**src/hdl/two_wire_target_port_regs.vh**
```
// Functional notes
// (RULE1) Controller start drives programmed 7-bit address, direction read if flag set.
// (RULE2) Controller interrupt status readable raw or masked as one bit.
// (RULE3) Target holds 7-bit own address, answers only a matching address.
// (RULE4) Target status shows idle code when nothing is requested.
// (RULE5) Target status shows byte-received code when written byte waits.
// (RULE6) Target status shows send-requested code on a read request.
// (RULE7) First byte after own address shows a distinct code.
// (RULE8) Reading target data returns last received byte in low eight bits.
// (RULE9) Writing target data loads byte sent on next read request.
// (RULE10) Target disabled: no matching, no acknowledge, no transfer.
// (RULE11) Target enabled: takes part using programmed own address.
// (RULE12) Clearing target interrupt deasserts the pending interrupt.
// (RULE13) Target interrupt enable lets pending interrupt reach the line.
// (RULE14) Disabling target interrupt blocks line, keeps raw pending state.
// (RULE15) Target interrupt status readable raw or masked as one bit.
// (RULE16) Controller reports none, address nack, data nack or arbitration lost.
// (RULE17) Masked status is raw AND enable; raw sets regardless of enable.
// (RULE18) Status reads have no side effect; data access acknowledges action.
`ifndef TWO_WIRE_TARGET_PORT_REGS_VH
`define TWO_WIRE_TARGET_PORT_REGS_VH
`define OFS_CTRL_ADDR    8'h00
`define OFS_CTRL_STATUS  8'h04
`define OFS_CTRL_INT     8'h08
`define OFS_TGT_CTRL     8'h10
`define OFS_TGT_STATUS   8'h14
`define OFS_TGT_DATA     8'h18
`define OFS_TGT_INT      8'h1C
`define OFS_TGT_INT_MASK 8'h20
`define ACT_IDLE         2'h0
`define ACT_RX           2'h1
`define ACT_TX           2'h2
`define ACT_RX_FIRST     2'h3
`define ERR_NONE         2'h0
`define ERR_ADDR_ACK     2'h1
`define ERR_DATA_ACK     2'h2
`define ERR_ARB_LOST     2'h3
`define BIT_TGT_EN       0
`define BIT_MASKED_SEL   1
`define RST_OWN_ADDR     7'h00
`endif

```
**src/hdl/two_wire_target_port.v**
```verilog
`timescale 1ns/1ps
`include "two_wire_target_port_regs.vh"
module two_wire_target_port (
  input  wire        clock,
  input  wire        nrst,
  input  wire [31:0] s_axi_awaddr,
  input  wire        s_axi_awvalid,
  output wire        s_axi_awready,
  input  wire [31:0] s_axi_wdata,
  input  wire [3:0]  s_axi_wstrb,
  input  wire        s_axi_wvalid,
  output wire        s_axi_wready,
  output reg  [1:0]  s_axi_bresp,
  output reg         s_axi_bvalid,
  input  wire        s_axi_bready,
  input  wire [31:0] s_axi_araddr,
  input  wire        s_axi_arvalid,
  output wire        s_axi_arready,
  output reg  [31:0] s_axi_rdata,
  output reg  [1:0]  s_axi_rresp,
  output reg         s_axi_rvalid,
  input  wire        s_axi_rready,
  input  wire        bus_addr_valid,
  input  wire [6:0]  bus_addr,
  input  wire        bus_dir_read,
  input  wire        bus_byte_valid,
  input  wire [7:0]  bus_byte,
  input  wire        bus_stop,
  output reg         bus_ack,
  output reg  [7:0]  bus_send_byte,
  input  wire        ctrl_start,
  input  wire        ctrl_done,
  input  wire [1:0]  ctrl_error,
  output reg  [6:0]  ctrl_target_address,
  output reg         ctrl_direction_is_read,
  output reg         ctrl_addr_load,
  output wire        irq
);

  // ==========================================================
  // Pin synchronisers
  // ==========================================================
  // Every bus and controller pin crosses two flops before any logic reads it. Strobes and
  // the data they qualify travel side by side; the far side holds its
  // data steady while the strobe is high.
  reg  [4:0]  strobe_sync1;
  reg  [4:0]  strobe_sync2;
  reg  [17:0] data_sync1;
  reg  [17:0] data_sync2;
  wire [4:0]  strobe_pins;
  wire [17:0] data_pins;

  assign strobe_pins = {bus_addr_valid, bus_byte_valid, bus_stop, ctrl_start,
                        ctrl_done};
  assign data_pins   = {bus_addr, bus_dir_read, bus_byte, ctrl_error};

  always @(posedge clock or negedge nrst) begin
    if (!nrst) begin
      strobe_sync1 <= 5'h0;
      strobe_sync2 <= 5'h0;
    end else begin
      strobe_sync1 <= strobe_pins;
      strobe_sync2 <= strobe_sync1;
    end
  end

  always @(posedge clock or negedge nrst) begin
    if (!nrst) begin
      data_sync1 <= 18'h0;
      data_sync2 <= 18'h0;
    end else begin
      data_sync1 <= data_pins;
      data_sync2 <= data_sync1;
    end
  end

  wire       s_addr_valid = strobe_sync2[4];
  wire       s_byte_valid = strobe_sync2[3];
  wire       s_stop       = strobe_sync2[2];
  wire       s_start      = strobe_sync2[1];
  wire       s_done       = strobe_sync2[0];
  wire [6:0] s_addr       = data_sync2[17:11];
  wire       s_dir_read   = data_sync2[10];
  wire [7:0] s_byte       = data_sync2[9:2];
  wire [1:0] s_err        = data_sync2[1:0];

  // Edge detection on synchronised strobes
  // Idle pins are low, so zero reset values give no false edge
  reg  prev_addr;
  reg  prev_byte;
  reg  prev_start;
  reg  prev_done;
  always @(posedge clock or negedge nrst) begin
    if (!nrst) begin
      prev_addr  <= 1'b0;
      prev_byte  <= 1'b0;
      prev_start <= 1'b0;
      prev_done  <= 1'b0;
    end else begin
      prev_addr  <= s_addr_valid;
      prev_byte  <= s_byte_valid;
      prev_start <= s_start;
      prev_done  <= s_done;
    end
  end
  wire addr_ev  = s_addr_valid & ~prev_addr;
  wire byte_ev  = s_byte_valid & ~prev_byte;
  wire start_ev = s_start & ~prev_start;
  wire done_ev  = s_done & ~prev_done;

  // ==========================================================
  // Registers
  // ==========================================================
  reg  [6:0] own_or_target_address;
  reg        direction_is_read;
  reg        target_enable;
  reg        masked_select;
  reg        ctrl_masked_select;
  reg  [6:0] own_addr;
  reg  [1:0] action;
  reg  [7:0] rx_data;
  reg        selected;
  reg        first_pending;
  reg        tgt_raw;
  reg        tgt_mask;
  reg        ctrl_raw;
  reg        ctrl_mask;
  reg  [1:0] ctrl_err_state;

  // ==========================================================
  // AXI4-Lite slave
  // ==========================================================
  reg        aw_held;
  reg        w_held;
  reg  [7:0] aw_ofs;
  reg [31:0] w_data;
  reg  [3:0] w_strb;

  // One write at a time: address and data are refused until answered
  assign s_axi_awready = ~aw_held & ~s_axi_bvalid;
  assign s_axi_wready  = ~w_held & ~s_axi_bvalid;
  assign s_axi_arready = ~s_axi_rvalid;

  wire do_write = aw_held & w_held & ~s_axi_bvalid;
  wire do_read  = s_axi_arvalid & s_axi_arready;
  wire [7:0] ar_ofs = s_axi_araddr[7:0];

  function known;
    input [7:0] ofs;
    begin
      known = (ofs == `OFS_CTRL_ADDR) || (ofs == `OFS_CTRL_STATUS) ||
              (ofs == `OFS_CTRL_INT) || (ofs == `OFS_TGT_CTRL) ||
              (ofs == `OFS_TGT_STATUS) || (ofs == `OFS_TGT_DATA) ||
              (ofs == `OFS_TGT_INT) || (ofs == `OFS_TGT_INT_MASK);
    end
  endfunction

  // Write enable of one register byte lane
  function write_hit;
    input       go;
    input [7:0] ofs;
    input [7:0] want;
    input       lane;
    begin
      write_hit = go & (ofs == want) & lane;
    end
  endfunction

  wire wr_ctrl_addr = write_hit(do_write, aw_ofs, `OFS_CTRL_ADDR,
                                w_strb[0]);
  wire wr_ctrl_int  = write_hit(do_write, aw_ofs, `OFS_CTRL_INT,
                                w_strb[0]);
  wire wr_tgt_ctrl  = write_hit(do_write, aw_ofs, `OFS_TGT_CTRL,
                                w_strb[0]);
  wire wr_own_addr  = write_hit(do_write, aw_ofs, `OFS_TGT_CTRL,
                                w_strb[1]);
  wire wr_tgt_data  = write_hit(do_write, aw_ofs, `OFS_TGT_DATA,
                                w_strb[0]);
  wire wr_tgt_int   = write_hit(do_write, aw_ofs, `OFS_TGT_INT,
                                w_strb[0]);
  wire wr_tgt_mask  = write_hit(do_write, aw_ofs, `OFS_TGT_INT_MASK,
                                w_strb[0]);
  wire rd_tgt_data  = do_read & (ar_ofs == `OFS_TGT_DATA);

  always @(posedge clock or negedge nrst) begin
    if (!nrst) begin
      aw_held      <= 1'b0;
      w_held       <= 1'b0;
      aw_ofs       <= 8'h00;
      w_data       <= 32'h00000000;
      w_strb       <= 4'h0;
      s_axi_bvalid <= 1'b0;
      s_axi_bresp  <= 2'h0;
    end else begin
      if (s_axi_awvalid & s_axi_awready) begin
        aw_held <= 1'b1;
        aw_ofs  <= s_axi_awaddr[7:0];
      end
      if (s_axi_wvalid & s_axi_wready) begin
        w_held <= 1'b1;
        w_data <= s_axi_wdata;
        w_strb <= s_axi_wstrb;
      end
      if (do_write) begin
        aw_held      <= 1'b0;
        w_held       <= 1'b0;
        s_axi_bvalid <= 1'b1;
        s_axi_bresp  <= known(aw_ofs) ? 2'h0 : 2'h2;
      end else if (s_axi_bready)
        s_axi_bvalid <= 1'b0;
    end
  end

  // Read data is chosen here and registered when the address is taken
  reg [31:0] next_rdata;
  always @* begin
    next_rdata = 32'h00000000;
    case (ar_ofs)
      `OFS_CTRL_ADDR:
        next_rdata = {24'h000000, own_or_target_address, direction_is_read};
      `OFS_CTRL_STATUS:
        next_rdata = {28'h0000000, ctrl_err_state, 2'h0}; // RULE16
      `OFS_CTRL_INT:
        next_rdata = {29'h0000000, ctrl_masked_select, ctrl_mask,
                      ctrl_masked_select ? (ctrl_raw & ctrl_mask)
                                         : ctrl_raw}; // RULE2
      `OFS_TGT_CTRL:
        next_rdata = {17'h00000, own_addr, 6'h00, masked_select,
                      target_enable};
      `OFS_TGT_STATUS:
        next_rdata = {30'h0000000, action}; // RULE18
      `OFS_TGT_DATA:
        next_rdata = {24'h000000, rx_data}; // RULE8
      `OFS_TGT_INT:
        next_rdata = {30'h0000000, tgt_raw,
                      masked_select ? (tgt_raw & tgt_mask)
                                    : tgt_raw}; // RULE15
      `OFS_TGT_INT_MASK:
        next_rdata = {31'h0000000, tgt_mask};
      default:
        next_rdata = 32'h00000000;
    endcase
  end

  always @(posedge clock or negedge nrst) begin
    if (!nrst) begin
      s_axi_rvalid <= 1'b0;
      s_axi_rdata  <= 32'h00000000;
      s_axi_rresp  <= 2'h0;
    end else if (do_read) begin
      s_axi_rvalid <= 1'b1;
      s_axi_rresp  <= known(ar_ofs) ? 2'h0 : 2'h2;
      s_axi_rdata  <= next_rdata;
    end else if (s_axi_rready)
      s_axi_rvalid <= 1'b0;
  end

  // ==========================================================
  // Controller side
  // ==========================================================
  always @(posedge clock or negedge nrst) begin
    if (!nrst) begin
      own_or_target_address  <= `RST_OWN_ADDR;
      direction_is_read      <= 1'b0;
      ctrl_target_address    <= `RST_OWN_ADDR;
      ctrl_direction_is_read <= 1'b0;
      ctrl_addr_load         <= 1'b0;
      ctrl_raw               <= 1'b0;
      ctrl_mask              <= 1'b0;
      ctrl_masked_select     <= 1'b0;
      ctrl_err_state         <= `ERR_NONE;
    end else begin
      ctrl_addr_load <= 1'b0;
      if (wr_ctrl_addr) begin
        own_or_target_address <= w_data[7:1];
        direction_is_read     <= w_data[0];
      end
      // Copied at start so software may stage the next address
      if (start_ev) begin
        ctrl_target_address    <= own_or_target_address; // RULE1
        ctrl_direction_is_read <= direction_is_read; // RULE1
        ctrl_addr_load         <= 1'b1;
      end
      if (wr_ctrl_int) begin
        ctrl_mask          <= w_data[1];
        ctrl_masked_select <= w_data[2];
      end
      // Error code comes from the same flop stage as the done strobe
      if (done_ev) begin
        ctrl_raw       <= 1'b1;
        ctrl_err_state <= s_err; // RULE16
      end else if (wr_ctrl_int & w_data[0])
        ctrl_raw <= 1'b0;
    end
  end

  // ==========================================================
  // Target side
  // ==========================================================
  wire match = target_enable & addr_ev & (s_addr == own_addr); // RULE3 RULE11

  // Software settings of the target
  always @(posedge clock or negedge nrst) begin
    if (!nrst) begin
      target_enable <= 1'b0;
      masked_select <= 1'b0;
      own_addr      <= `RST_OWN_ADDR;
      tgt_mask      <= 1'b0;
      bus_send_byte <= 8'h00;
    end else begin
      if (wr_tgt_ctrl) begin
        target_enable <= w_data[`BIT_TGT_EN];
        masked_select <= w_data[`BIT_MASKED_SEL];
      end
      if (wr_own_addr)
        own_addr <= w_data[14:8];
      if (wr_tgt_mask)
        tgt_mask <= w_data[0]; // RULE13 RULE14
      if (wr_tgt_data)
        bus_send_byte <= w_data[7:0]; // RULE9
    end
  end

  // Selection, received data and pending action
  always @(posedge clock or negedge nrst) begin
    if (!nrst) begin
      action        <= `ACT_IDLE;
      rx_data       <= 8'h00;
      bus_ack       <= 1'b0;
      selected      <= 1'b0;
      first_pending <= 1'b0;
    end else if (!target_enable) begin
      selected <= 1'b0; // RULE10
      bus_ack  <= 1'b0; // RULE10
      action   <= `ACT_IDLE; // RULE4
    end else begin
      // Data access acknowledges; a bus event in the same cycle wins
      if (rd_tgt_data | wr_tgt_data)
        action <= `ACT_IDLE; // RULE18 RULE4
      if (match) begin
        selected      <= 1'b1;
        bus_ack       <= 1'b1;
        first_pending <= ~s_dir_read;
        if (s_dir_read)
          action <= `ACT_TX; // RULE6
      end else if (addr_ev) begin
        selected <= 1'b0;
        bus_ack  <= 1'b0;
      end
      if (byte_ev & selected) begin
        rx_data       <= s_byte; // RULE8
        first_pending <= 1'b0;
        action <= first_pending ? `ACT_RX_FIRST : `ACT_RX; // RULE7 RULE5
      end
      if (s_stop) begin
        selected <= 1'b0;
        bus_ack  <= 1'b0;
      end
    end
  end

  // Raw flag sets whatever the mask, and a set beats a same-cycle clear
  always @(posedge clock or negedge nrst) begin
    if (!nrst)
      tgt_raw <= 1'b0;
    else if (target_enable & (match | (byte_ev & selected)))
      tgt_raw <= 1'b1; // RULE17
    else if (wr_tgt_int & w_data[0])
      tgt_raw <= 1'b0; // RULE12
  end

  // Level interrupt, high while an unmasked source is pending
  assign irq = (tgt_raw & tgt_mask) | (ctrl_raw & ctrl_mask); // RULE17 RULE13

endmodule // two_wire_target_port

```
**config.mk**
```make
export PLATFORM = sky130hd
export DESIGN_NAME = two_wire_target_port
export DESIGN_NICKNAME = d
export VERILOG_FILES = /design/src/hdl/two_wire_target_port.v
export VERILOG_INCLUDE_DIRS = /design/src /design/src/hdl
export SDC_FILE = /design/constraint.sdc
export NUM_CORES = 1
export LEC_CHECK = 0
export BUFFER_PORTS_ARGS = -buffer_cell sky130_fd_sc_hd__buf_2
export CORE_ASPECT_RATIO = 1.1
export CORE_UTILIZATION = 45
export DETAILED_ROUTE_END_ITERATION = 7
export HOLD_SLACK_MARGIN = 0.1
export PLACE_DENSITY = 0.75
export SLEW_MARGIN = 25
export SYNTH_ARGS = -nofsm -noshare
export SYNTH_HDL_FRONTEND = slang
export SYNTH_SLANG_ARGS = --single-unit
```
**constraint.sdc**
```tcl
create_clock -name clock -period 1.5 [get_ports clock]
set_input_delay 0.15 -clock clock [delete_from_list [all_inputs] [get_ports clock]]
set_output_delay 0.15 -clock clock [all_outputs]
set_load 0.02 [all_outputs]
```
After elaboration in Yosys (flattened, before gate mapping):

Cells that the tools add are included.
W data, S select, Z words.

* reductions and logical operators: 25
* multiplexer cells: 30
* bitwise operators: 45
* equal/unequal tests: 16

Operators by type and width (count)
* $pmux W15 S8: 1
* $eq A8 B5 Y1 const B: 8
* $and A1 B1 Y1: 33
* $mux W1: 21
* $eq A8 B3 Y1 const B: 2
* $eq A8 B4 Y1 const B: 2
* $eq A8 B6 Y1 const B: 2
* $logic_not A8 Y1: 2
* $mux W2: 8
* $logic_or A1 B1 Y1: 14
* $reduce_bool A2 Y1: 7
* $not A1 Y1: 9
* $eq A7 B7 Y1: 1
* $ne A4 B3 Y1 const B: 1
* $reduce_and A2 Y1: 2
* $or A1 B1 Y1: 3

* register bits: 168
* output and inout port bits: 60
* input port bits: 130
* word-level logic and storage cells: 153

Longest topological paths before layout:

Gate-level depths: netlist of the first run.

* word-level depth: 10
* mapped depth: 6

Worst setup path before layout of the first run:

No wires, ideal clock.

* path kind: reg-to-reg
* start: reg s_axi_bvalid
* end: reg w_data[10]
* buffers on the path: 2
* stages on the path, launching flop included: 6
* data required time: 1375 ps
* path slack: -363 ps
* arrival time: 1738 ps
* period minus slack after synthesis: 1863 ps
* setup time: 125 ps
* cells stage by stage: dfrtp_1 > nor2_1 > and2_1 > buf_2 > buf_2 > mux2_2

* word-level cells in the longest chain between the ends: 3

Ends and longest elaborated chain
* start, declared: line two_wire_target_port.v:14 `output reg s_axi_bvalid,`
* start signal, assigned: line two_wire_target_port.v:192 `s_axi_bvalid <= 1'b0;`
* start signal, assigned: line two_wire_target_port.v:207 `s_axi_bvalid <= 1'b1;`
* start signal, assigned: line two_wire_target_port.v:210 `s_axi_bvalid <= 1'b0;`
* $not A1 Y1: line two_wire_target_port.v:141 `assign s_axi_wready = ~w_held & ~s_axi_bvalid;`
* $and A1 B1 Y1: line two_wire_target_port.v:141
* named net s_axi_wready: line two_wire_target_port.v:12 `output wire s_axi_wready,`
* $and A1 B1 Y1: line two_wire_target_port.v:199 `if (s_axi_wvalid & s_axi_wready) begin`
* end signal, assigned: line two_wire_target_port.v:201 `w_data <= s_axi_wdata;`
* end, declared: line two_wire_target_port.v:136 `reg [31:0] w_data;`

The timed path passes the listed nets, and every way through them passes these cells.
A chain may end at the register's enable or synchronous reset.

Worst setup path in the final report of the first run:

* start: reg aw_ofs[3]
* end: reg masked_select

* word-level cells in the longest chain between the ends: 3

Ends and longest elaborated chain
* start, declared: line two_wire_target_port.v:135 `reg [7:0] aw_ofs;`
* start signal, assigned: line two_wire_target_port.v:197 `aw_ofs <= s_axi_awaddr[7:0];`
* $eq A8 B5 Y1: line two_wire_target_port.v:165 `write_hit = go & (ofs == want) & lane;`
* $and A1 B1 Y1 (2 in series): line two_wire_target_port.v:165
* end signal, assigned: line two_wire_target_port.v:313 `` masked_select <= w_data[`BIT_MASKED_SEL]; ``
* end, declared: line two_wire_target_port.v:117 `reg masked_select;`

Every way passes these cells.

==> reports/metrics.csv, run 1 <==
stage,metric,value,unit
sta,Final setup viols,28,
global_route,largest net degree at the start of global routing,90,
cts,clk slew on worst S/H paths,0.06,ns
sta,hold slack,0.133,ns
sta,fin crit period,1.72,ns
layout,final core occ,66.1,%
pwr,Power Dens Cells,1520,nW/um2
cts,CTS buffer count,17,
sta,RSZ-0062 raised after global routing,true,
logic_synthesis,synthesis warning total,0,
setup_path,CP Capture Type,flip-flop,
pwr,Max IR drop VDD,0.982,mV
drt,ratio of routed vias to standard cells,5.04,
drt,ANT nets after route,0,
cts,CTS Sinks,149,
layout,nets,729,
logic_synthesis,cell count after synthesis,397,
logic_synthesis,register bit count reported by yosys,149,
place,HPWL after detailed placement,7650,um
logic_synthesis,dominant synthesized flop cell,dfrtp_1,
floorplan,Initial Util,46.7,%
place,pre-CTS WS,-0.216,ns
floorplan,std cell rows,42,
logic_synthesis,Unique masters post-synth,49,
outcome,failing checks,setup timing,
logic_synthesis,"Avg Cell Area, Syn",14.3,um2
sta,"Period Utilization, post-route",115,%
drt,WL final,11900,um
outcome,outcome,"complete, but fails checks",
sta,skew final,0.0153,ns
cts,worst skew pair latency,0.41,ns
layout,Storage cell area,3730,um2
logic_synthesis,Post-Syn Area,5670,um2
sta,Final Hold Violating Endpoints,0,
global_route,total global routing overflow,0,
floorplan,core area,12100,um2
cts,TritonCTS clock tree,done,
setup_path,Worst EP arrival,2.01,ns
layout,Layout fillers,858,
logic_synthesis,async set-reset flop share out of synthesis,100,%
logic_synthesis,register area share after synthesis,65.8,%
logic_synthesis,post-synth top area share,65.8,%
cts,H-tree depth,4,
cts,clock buffer depth,2,
flow_run,maxcap violations,0,
floorplan,Top Ports,190,
cts,root buf cell,clkbuf_16,
setup_path,CP cell instances,"nor4_4, nand2_2, buf_4, nor2_4, mux2_2",
drt,drc violations,0,
floorplan,die extent in x,109,um
setup_path,worst-path fanout max,3,
setup_path,flop2flop setup slack,-0.22,ns
setup_path,CP peak stage delay,0.43,ns
layout,Ant. Diodes,0,
floorplan,die area,13100,um2
setup_path,Startpoint Class,flip-flop,
min_path,hold path start,s_axi_araddr[0],
drt,router iterations before antenna repair,4,
setup_path,worst r2r path cells,5,
pwr,LEAKAGE,3.90,nW
min_path,HP Class,in -> reg,
sta,highest clock rate,582,MHz
drt,starting DRC count in detailed routing,198,
sta,final setup TNS,-3.98,ns
place,RePlAce Congestion,0.821,
floorplan,Die Ht,120,um
logic_synthesis,Post-synth EDFFs,0,
place,IO Port Bufs,103,
layout,area of the multi-input gates,1960,um2
sta,Max Slew Vio Count,0,
global_route,Total GRT Usage,19.7,%
min_path,worst hold path depth,3,
setup_path,CP max stage cell,dfrtp_1,
drt,via count,3861,
layout,area grow syn2layout,41.4,%
setup_path,critical path required time,1.79,ns
logic_synthesis,Post-synth top cells,"149 x dfrtp_1, 68 x mux2_2, 21 x nand2_1",
global_route,vias in the first global route,3947,
global_route,first-pass GRT wire length,19500,um
global_route,initial antenna violation count,1,
logic_synthesis,largest area contributor in the netlist,dfrtp_1,
layout,share of post-route cells with drive strength above 1,44.8,%
setup_path,Reg2Reg Launch Point,aw_ofs[3]$_DFFE_PN0P_,
setup_path,critical path type,reg -> reg,
logic_synthesis,top-count cell post-synth,dfrtp_1,
logic_synthesis,dominant cells by area after synthesis,"dfrtp_1 66%, mux2_2 14%, buf_4 2.6%",
sta,setup slack after layout,-0.219,ns
setup_path,Setup crit start,aw_ofs[3]$_DFFE_PN0P_,
drt,Avg WL per Cell,15.5,um
-- stage by stage --
| stage | area [um2] | cells | power (mW) |
|---|---|---|---|
| global route | 8020 | 766 | 12.7 |
| global placement | 6690 | 673 | 7.32 |
| detailed placement | 6690 | 673 | 7.42 |
| CTS | 7970 | 764 | 12.2 |
| floorplan | 5870 | 415 | 6.46 |
| finish | 8020 | 766 | 12.2 |
-- routing by layer --
metal | track usage (%) | vias to the layer above | routed length [um] | part of all wire [%]
li1 | - | 1779 | - | -
met1 | 24.5 | 1951 | 5150 | 43
met2 | 32.9 | 113 | 6100 | 51
met3 | 4.62 | 16 | 451 | 3.8
met4 | 7.60 | 2 | 187 | 1.6
met5 | 0 | - | 13 | 0.11
-- registers in the layout, indices dropped and copies added, names as in the netlist, 7 cells and up --
| signal | flops |
|---|---|
| data_sync1 | 18 |
| data_sync2 | 18 |
| s_axi_rdata | 15 |
| w_data | 15 |
| aw_ofs | 8 |
| bus_send_byte | 8 |
| rx_data | 8 |
| ctrl_target_address | 7 |
| own_addr | 7 |
| own_or_target_address | 7 |
-- critical path, delay by kind of cell (launching register included) --
| kind | cells | cell delay (ns) |
|---|---|---|
| multiplexers | 1 | 0.35 |
| flip-flops | 1 | 0.43 |
| AND/OR/NAND/NOR | 3 | 0.64 |
| buffers and inverters | 1 | 0.18 |
-- repair_timing --
action | CTS | global route
setup endpoints to repair | 33 | 31
buffers inserted | 4 | 2
gates resized for setup | 16 | 9
pin swaps | 8 | 4
hold endpoints to repair | 201 | 0
hold buffers | 54 | 0
gates cloned | 1 | 0
-- path summary, 6_finish.rpt --
kind                                               to
setup / recovery            masked_select$_DFFE_PN0P_
hold / removal             s_axi_rdata[1]$_DFFE_PN0N_
hold reg to reg              data_sync2[11]$_DFF_PN0_
max in group asynchronous  s_axi_rdata[4]$_DFFE_PN0N_
setup reg to reg            masked_select$_DFFE_PN0P_
min in group asynchronous  s_axi_rdata[6]$_DFFE_PN0N_
-- power by group --
group / total (mW) / internal (mW) / switching [mW]
Clock: 4.51 / 2.86 / 1.65
Sequential: 5.19 / 4.65 / 0.535
Combinational: 2.50 / 1.39 / 1.11
Total: 12.2 / 8.90 / 3.30
-- area by class of cell --
class / count / share of cell area (%)
inverters: 7 / 0.328
multi-input cells: 226 / 24.4
well taps: 154 / 2.40
flip-flops and latches: 149 / 46.5
repair buffers: 198 / 18.4
clock inverters: 13 / 2.42
clock buffers: 19 / 5.52
-- layout by cell type (no fill, tap or decap), drive strengths merged, types with 3 or more instances in the layout --
| master | n |
|---|---|
| nor4 | 3 |
| a22o | 10 |
| inv | 11 |
| nor3 | 6 |
| bufinv | 4 |
| nand4b | 3 |
| dlygate4sd3 | 54 |
| o21ai | 12 |
| nand3b | 3 |
| nor2b | 3 |
| xor2 | 7 |
| nor2 | 11 |
| mux2i | 5 |
| a22oi | 6 |
| nand2b | 7 |
| mux2 | 68 |
| clkbuf | 19 |
| clkinv | 4 |
| nand2 | 21 |
| a21oi | 4 |
| dfrtp | 149 |
| o31ai | 3 |
| buf | 144 |
| nand3 | 8 |
| conb | 19 |
-- cell families (layout without fill, tap and decap cells) --
logic type	Yosys count	count (layout)	synth area share [%]
flops	149	149	65.8
simple gates	80	80	8.25
mux	74	74	14.8
compound gates	46	46	5.71
buf+inv	40	237	4.35
xor+xnor	7	7	1.08
other cells	1	19	0.0661
(Power assumes the default switching activity.)
==> run 2: changes to the inputs <==
ABC_AREA = 1   (was unset)
CORE_UTILIZATION = 55   (was 45)
PLACE_DENSITY = 0.85   (was 0.75)
clock period = 2 ns   (was 1.5 ns; I/O delays follow)
==> reports/metrics.csv, run 2 <==
stage,metric,value,unit,change
floorplan,die area,11200,um2,-14%
global_route,Total GRT Usage,25.2,%,+5.5 points
cts,post-CTS sizing,0,,-16
layout,"commonest non-fill, non-tap cell in the layout",dfrtp_1,,
place,IO Port Bufs,103,,unchanged
logic_synthesis,post-synthesis mux area share,2.85,%,-12 points
floorplan,std cell rows,39,,-7.1%
sta,RSZ-0062 raised after global routing,false,,
floorplan,die extent in x,101,um,-7.3%
cts,hold buffers post-CTS,51,,-5.6%
floorplan,Top Ports,190,,unchanged
logic_synthesis,register bit count reported by yosys,149,,unchanged
setup_path,CP Capture Type,flip-flop,,
logic_synthesis,register area share after synthesis,62.9,%,-2.9 points
logic_synthesis,simple-gate share of the synthesized area,18.9,%,+11 points
logic_synthesis,Post-Synth Adder-Cell Area,0,%,unchanged
global_route,M1 GR Usage,30.5,%,+6.0 points
logic_synthesis,post-synthesis compound-gate area fraction,7.19,%,+1.5 points
global_route,met3 usage,6.18,%,+1.6 points
logic_synthesis,XOR/XNOR Fraction of Synth Area,0.148,%,-0.93 points
global_route,met2 Use GR,42.5,%,+9.5 points
logic_synthesis,Post-synth top cells,"149 x dfrtp_1, 141 x nand2_1, 64 x inv_1",,
logic_synthesis,main combinational cell family by area after synthesis,simple AND/OR/NAND/NOR gates,,
global_route,first-pass GRT wire length,21300,um,+9.1%
drt,Avg WL per Cell,14.2,um,-8.7%
cts,Post-CTS Setup Bufs,0,,-4
place,HPWL after detailed placement,8500,um,+11%
logic_synthesis,Post-Syn Area,5930,um2,+4.6%
sta,Worst Max-Slew Pin Slew,0.667,ns,
cts,root buf cell,clkbuf_16,,
logic_synthesis,cell count after synthesis,591,,+49%
place,RePlAce Congestion,0.866,,+5.4%
layout,Layout fillers,713,,-17%
setup_path,flop2flop setup slack,0.26,ns,+0.48 ns
logic_synthesis,async set-reset flop share out of synthesis,100,%,unchanged
logic_synthesis,dominant cells by area after synthesis,"dfrtp_1 63%, nand2_1 8.9%, inv_1 4.0%",,
layout,area grow syn2layout,28.6,%,
sta,Final setup viols,0,,-100%
layout,most frequent cells in the layout,"149 x dfrtp_1, 141 x nand2_1, 102 x buf_2",,
cts,TritonCTS clock tree,done,,
setup_path,Startpoint Class,flip-flop,,
pwr,LEAKAGE,3.99,nW,+2.3%
pwr,Power Dens Cells,1060,nW/um2,-30%
layout,Largest regs,"data_sync1 x18, data_sync2 x18",,
setup_path,critical path required time,2.30,ns,+0.51 ns
layout,Non-Filler Instances,912,,+19%
sta,highest clock rate,576,MHz,-0.95%
global_route,initial antenna violation count,0,,-1
sta,"Period Utilization, post-route",86.8,%,-28 points
place,placed cells,830,,+23%
min_path,HP Class,in -> reg,,
logic_synthesis,synthesis warning total,0,,unchanged
cts,clock buffer depth,2,,unchanged
floorplan,Die Ht,111,um,-7.4%
sta,Final Hold Violating Endpoints,0,,unchanged
drt,router iterations before antenna repair,4,,unchanged
outcome,outcome,completed,,
pwr,total design power,8.09,mW,-34%
drt,starting DRC count in detailed routing,276,,+39%
cts,H-tree depth,4,,unchanged
floorplan,core area,10400,um2,-14%
layout,area of the multi-input gates,1800,um2,-8.2%
layout,Storage cell area,3730,um2,about the same
sta,final setup TNS,0,ns,+3.98 ns
sta,fin crit period,1.74,ns,+0.0165 ns
sta,skew final,0.0116,ns,-0.00366 ns
layout,share of post-route cells with drive strength above 1,24.3,%,-20 points
layout,nets,887,,+22%
drt,WL final,12900,um,+8.7%
cts,worst skew pair latency,0.42,ns,about the same
flow_run,maxcap violations,0,,unchanged
setup_path,worst-path fanout max,14,,+11
logic_synthesis,post-synth top area share,62.9,%,-2.9 points
cts,CTS Sinks,149,,unchanged
sta,hold slack,0.240,ns,+0.107 ns
cts,clk slew on worst S/H paths,0.06,ns,about the same
setup_path,Worst EP arrival,2.03,ns,+0.02 ns
cts,CTS buffer count,17,,unchanged
global_route,largest net degree at the start of global routing,60,,-33%
sta,Max Slew Vio Count,0,,unchanged
sta,slew margin rel.,55.5,%,
logic_synthesis,Post-synth EDFFs,0,,unchanged
logic_synthesis,dominant synthesized flop cell,dfrtp_1,,
drt,via count,4536,,+17%
layout,final core occ,73.1,%,+7.0 points
floorplan,Initial Util,56.8,%,+10 points
drt,ratio of routed vias to standard cells,4.97,,-1.3%
layout,Ant. Diodes,0,,unchanged
logic_synthesis,"Avg Cell Area, Syn",10.0,um2,-30%
logic_synthesis,top-count cell post-synth,dfrtp_1,,
logic_synthesis,Unique masters post-synth,32,,-35%
logic_synthesis,largest area contributor in the netlist,dfrtp_1,,
global_route,total global routing overflow,0,,unchanged
pwr,Max IR drop VDD,0.809,mV,-18%
drt,ANT nets after route,0,,unchanged
global_route,busiest layer in global routing,met2,,
drt,drc violations,0,,unchanged
setup_path,critical path type,reg -> reg,,
global_route,vias in the first global route,4537,,+15%
[run 2: cell types whose count changed after synthesis, sizes merged, moves of 4 or more]
cell,change
xor2,-7
nor2,+49
nand3,+36
nand2b,-7
inv,+59
mux2i,-5
a22oi,-6
nor3,-4
mux2,-53
o21ai,+26
a21oi,+20
a22o,-9
nand2,+121
[run 2: layout make-up]
cell class	count	share of cell area [%]
Tap cell	143	2.35
Clock buffer	18	5.62
Clock inverter	13	1.79
Sequential cell	149	48.9
Multi-Input combinational cell	361	23.5
Inverter	67	3.30
Timing Repair Buffer	161	14.5
[run 2: cell families after synthesis]
| family | count (synthesis) |
|---|---|
| mux | 15 |
| other cells | 1 |
| flops | 149 |
| simple gates | 256 |
| buf+inv | 99 |
| xor+xnor | 1 |
| compound gates | 70 |
[run 2: metrics by stage]
step	setup WS (ns)	instance area, um2
3_3_place_gp	0.428	6550
2_1_floorplan	0.408	6000
3_5_place_dp	0.317	6550
4_1_cts	0.303	7630
6_report	0.265	7630
5_1_grt	0.106	7630
[run 2: report_power, final]
| group | switching (mW) | internal (mW) |
|---|---|---|
| sequential | 0.218 | 3.42 |
| combinational | 0.954 | 0.481 |
| clock | 1.20 | 1.82 |
[run 2: worst max-delay path, cell delays in order, from the launching register on]
cell	delay (ns)
dfrtp_1	0.40
nor2_2	0.18
nand3_1	0.19
nor2_2	0.27
nand3_2	0.32
nand2_1	0.19
o21ai_2	0.07
[run 2: final timing paths]
path                       depth (start not counted)                           end                      from
setup reg to reg                                   6       own_addr[3]$_DFFE_PN0P_     aw_ofs[7]$_DFFE_PN0P_
max in group asynchronous                          3      s_axi_bvalid$_DFFE_PN0P_                      nrst
min in group asynchronous                          2  bus_send_byte[6]$_DFFE_PN0P_                      nrst
setup / recovery                                   6       own_addr[3]$_DFFE_PN0P_     aw_ofs[7]$_DFFE_PN0P_
hold / removal                                     5    s_axi_rdata[7]$_DFFE_PN0N_             s_axi_arvalid
hold reg to reg                                    0      data_sync2[17]$_DFF_PN0_  data_sync1[17]$_DFF_PN0_
[run 2: metal layers]
metal	vias to the layer above	wire length (um)
met1	2168	5030
met3	33	680
met2	168	6900
met5	-	0
li1	2167	-
met4	0	327
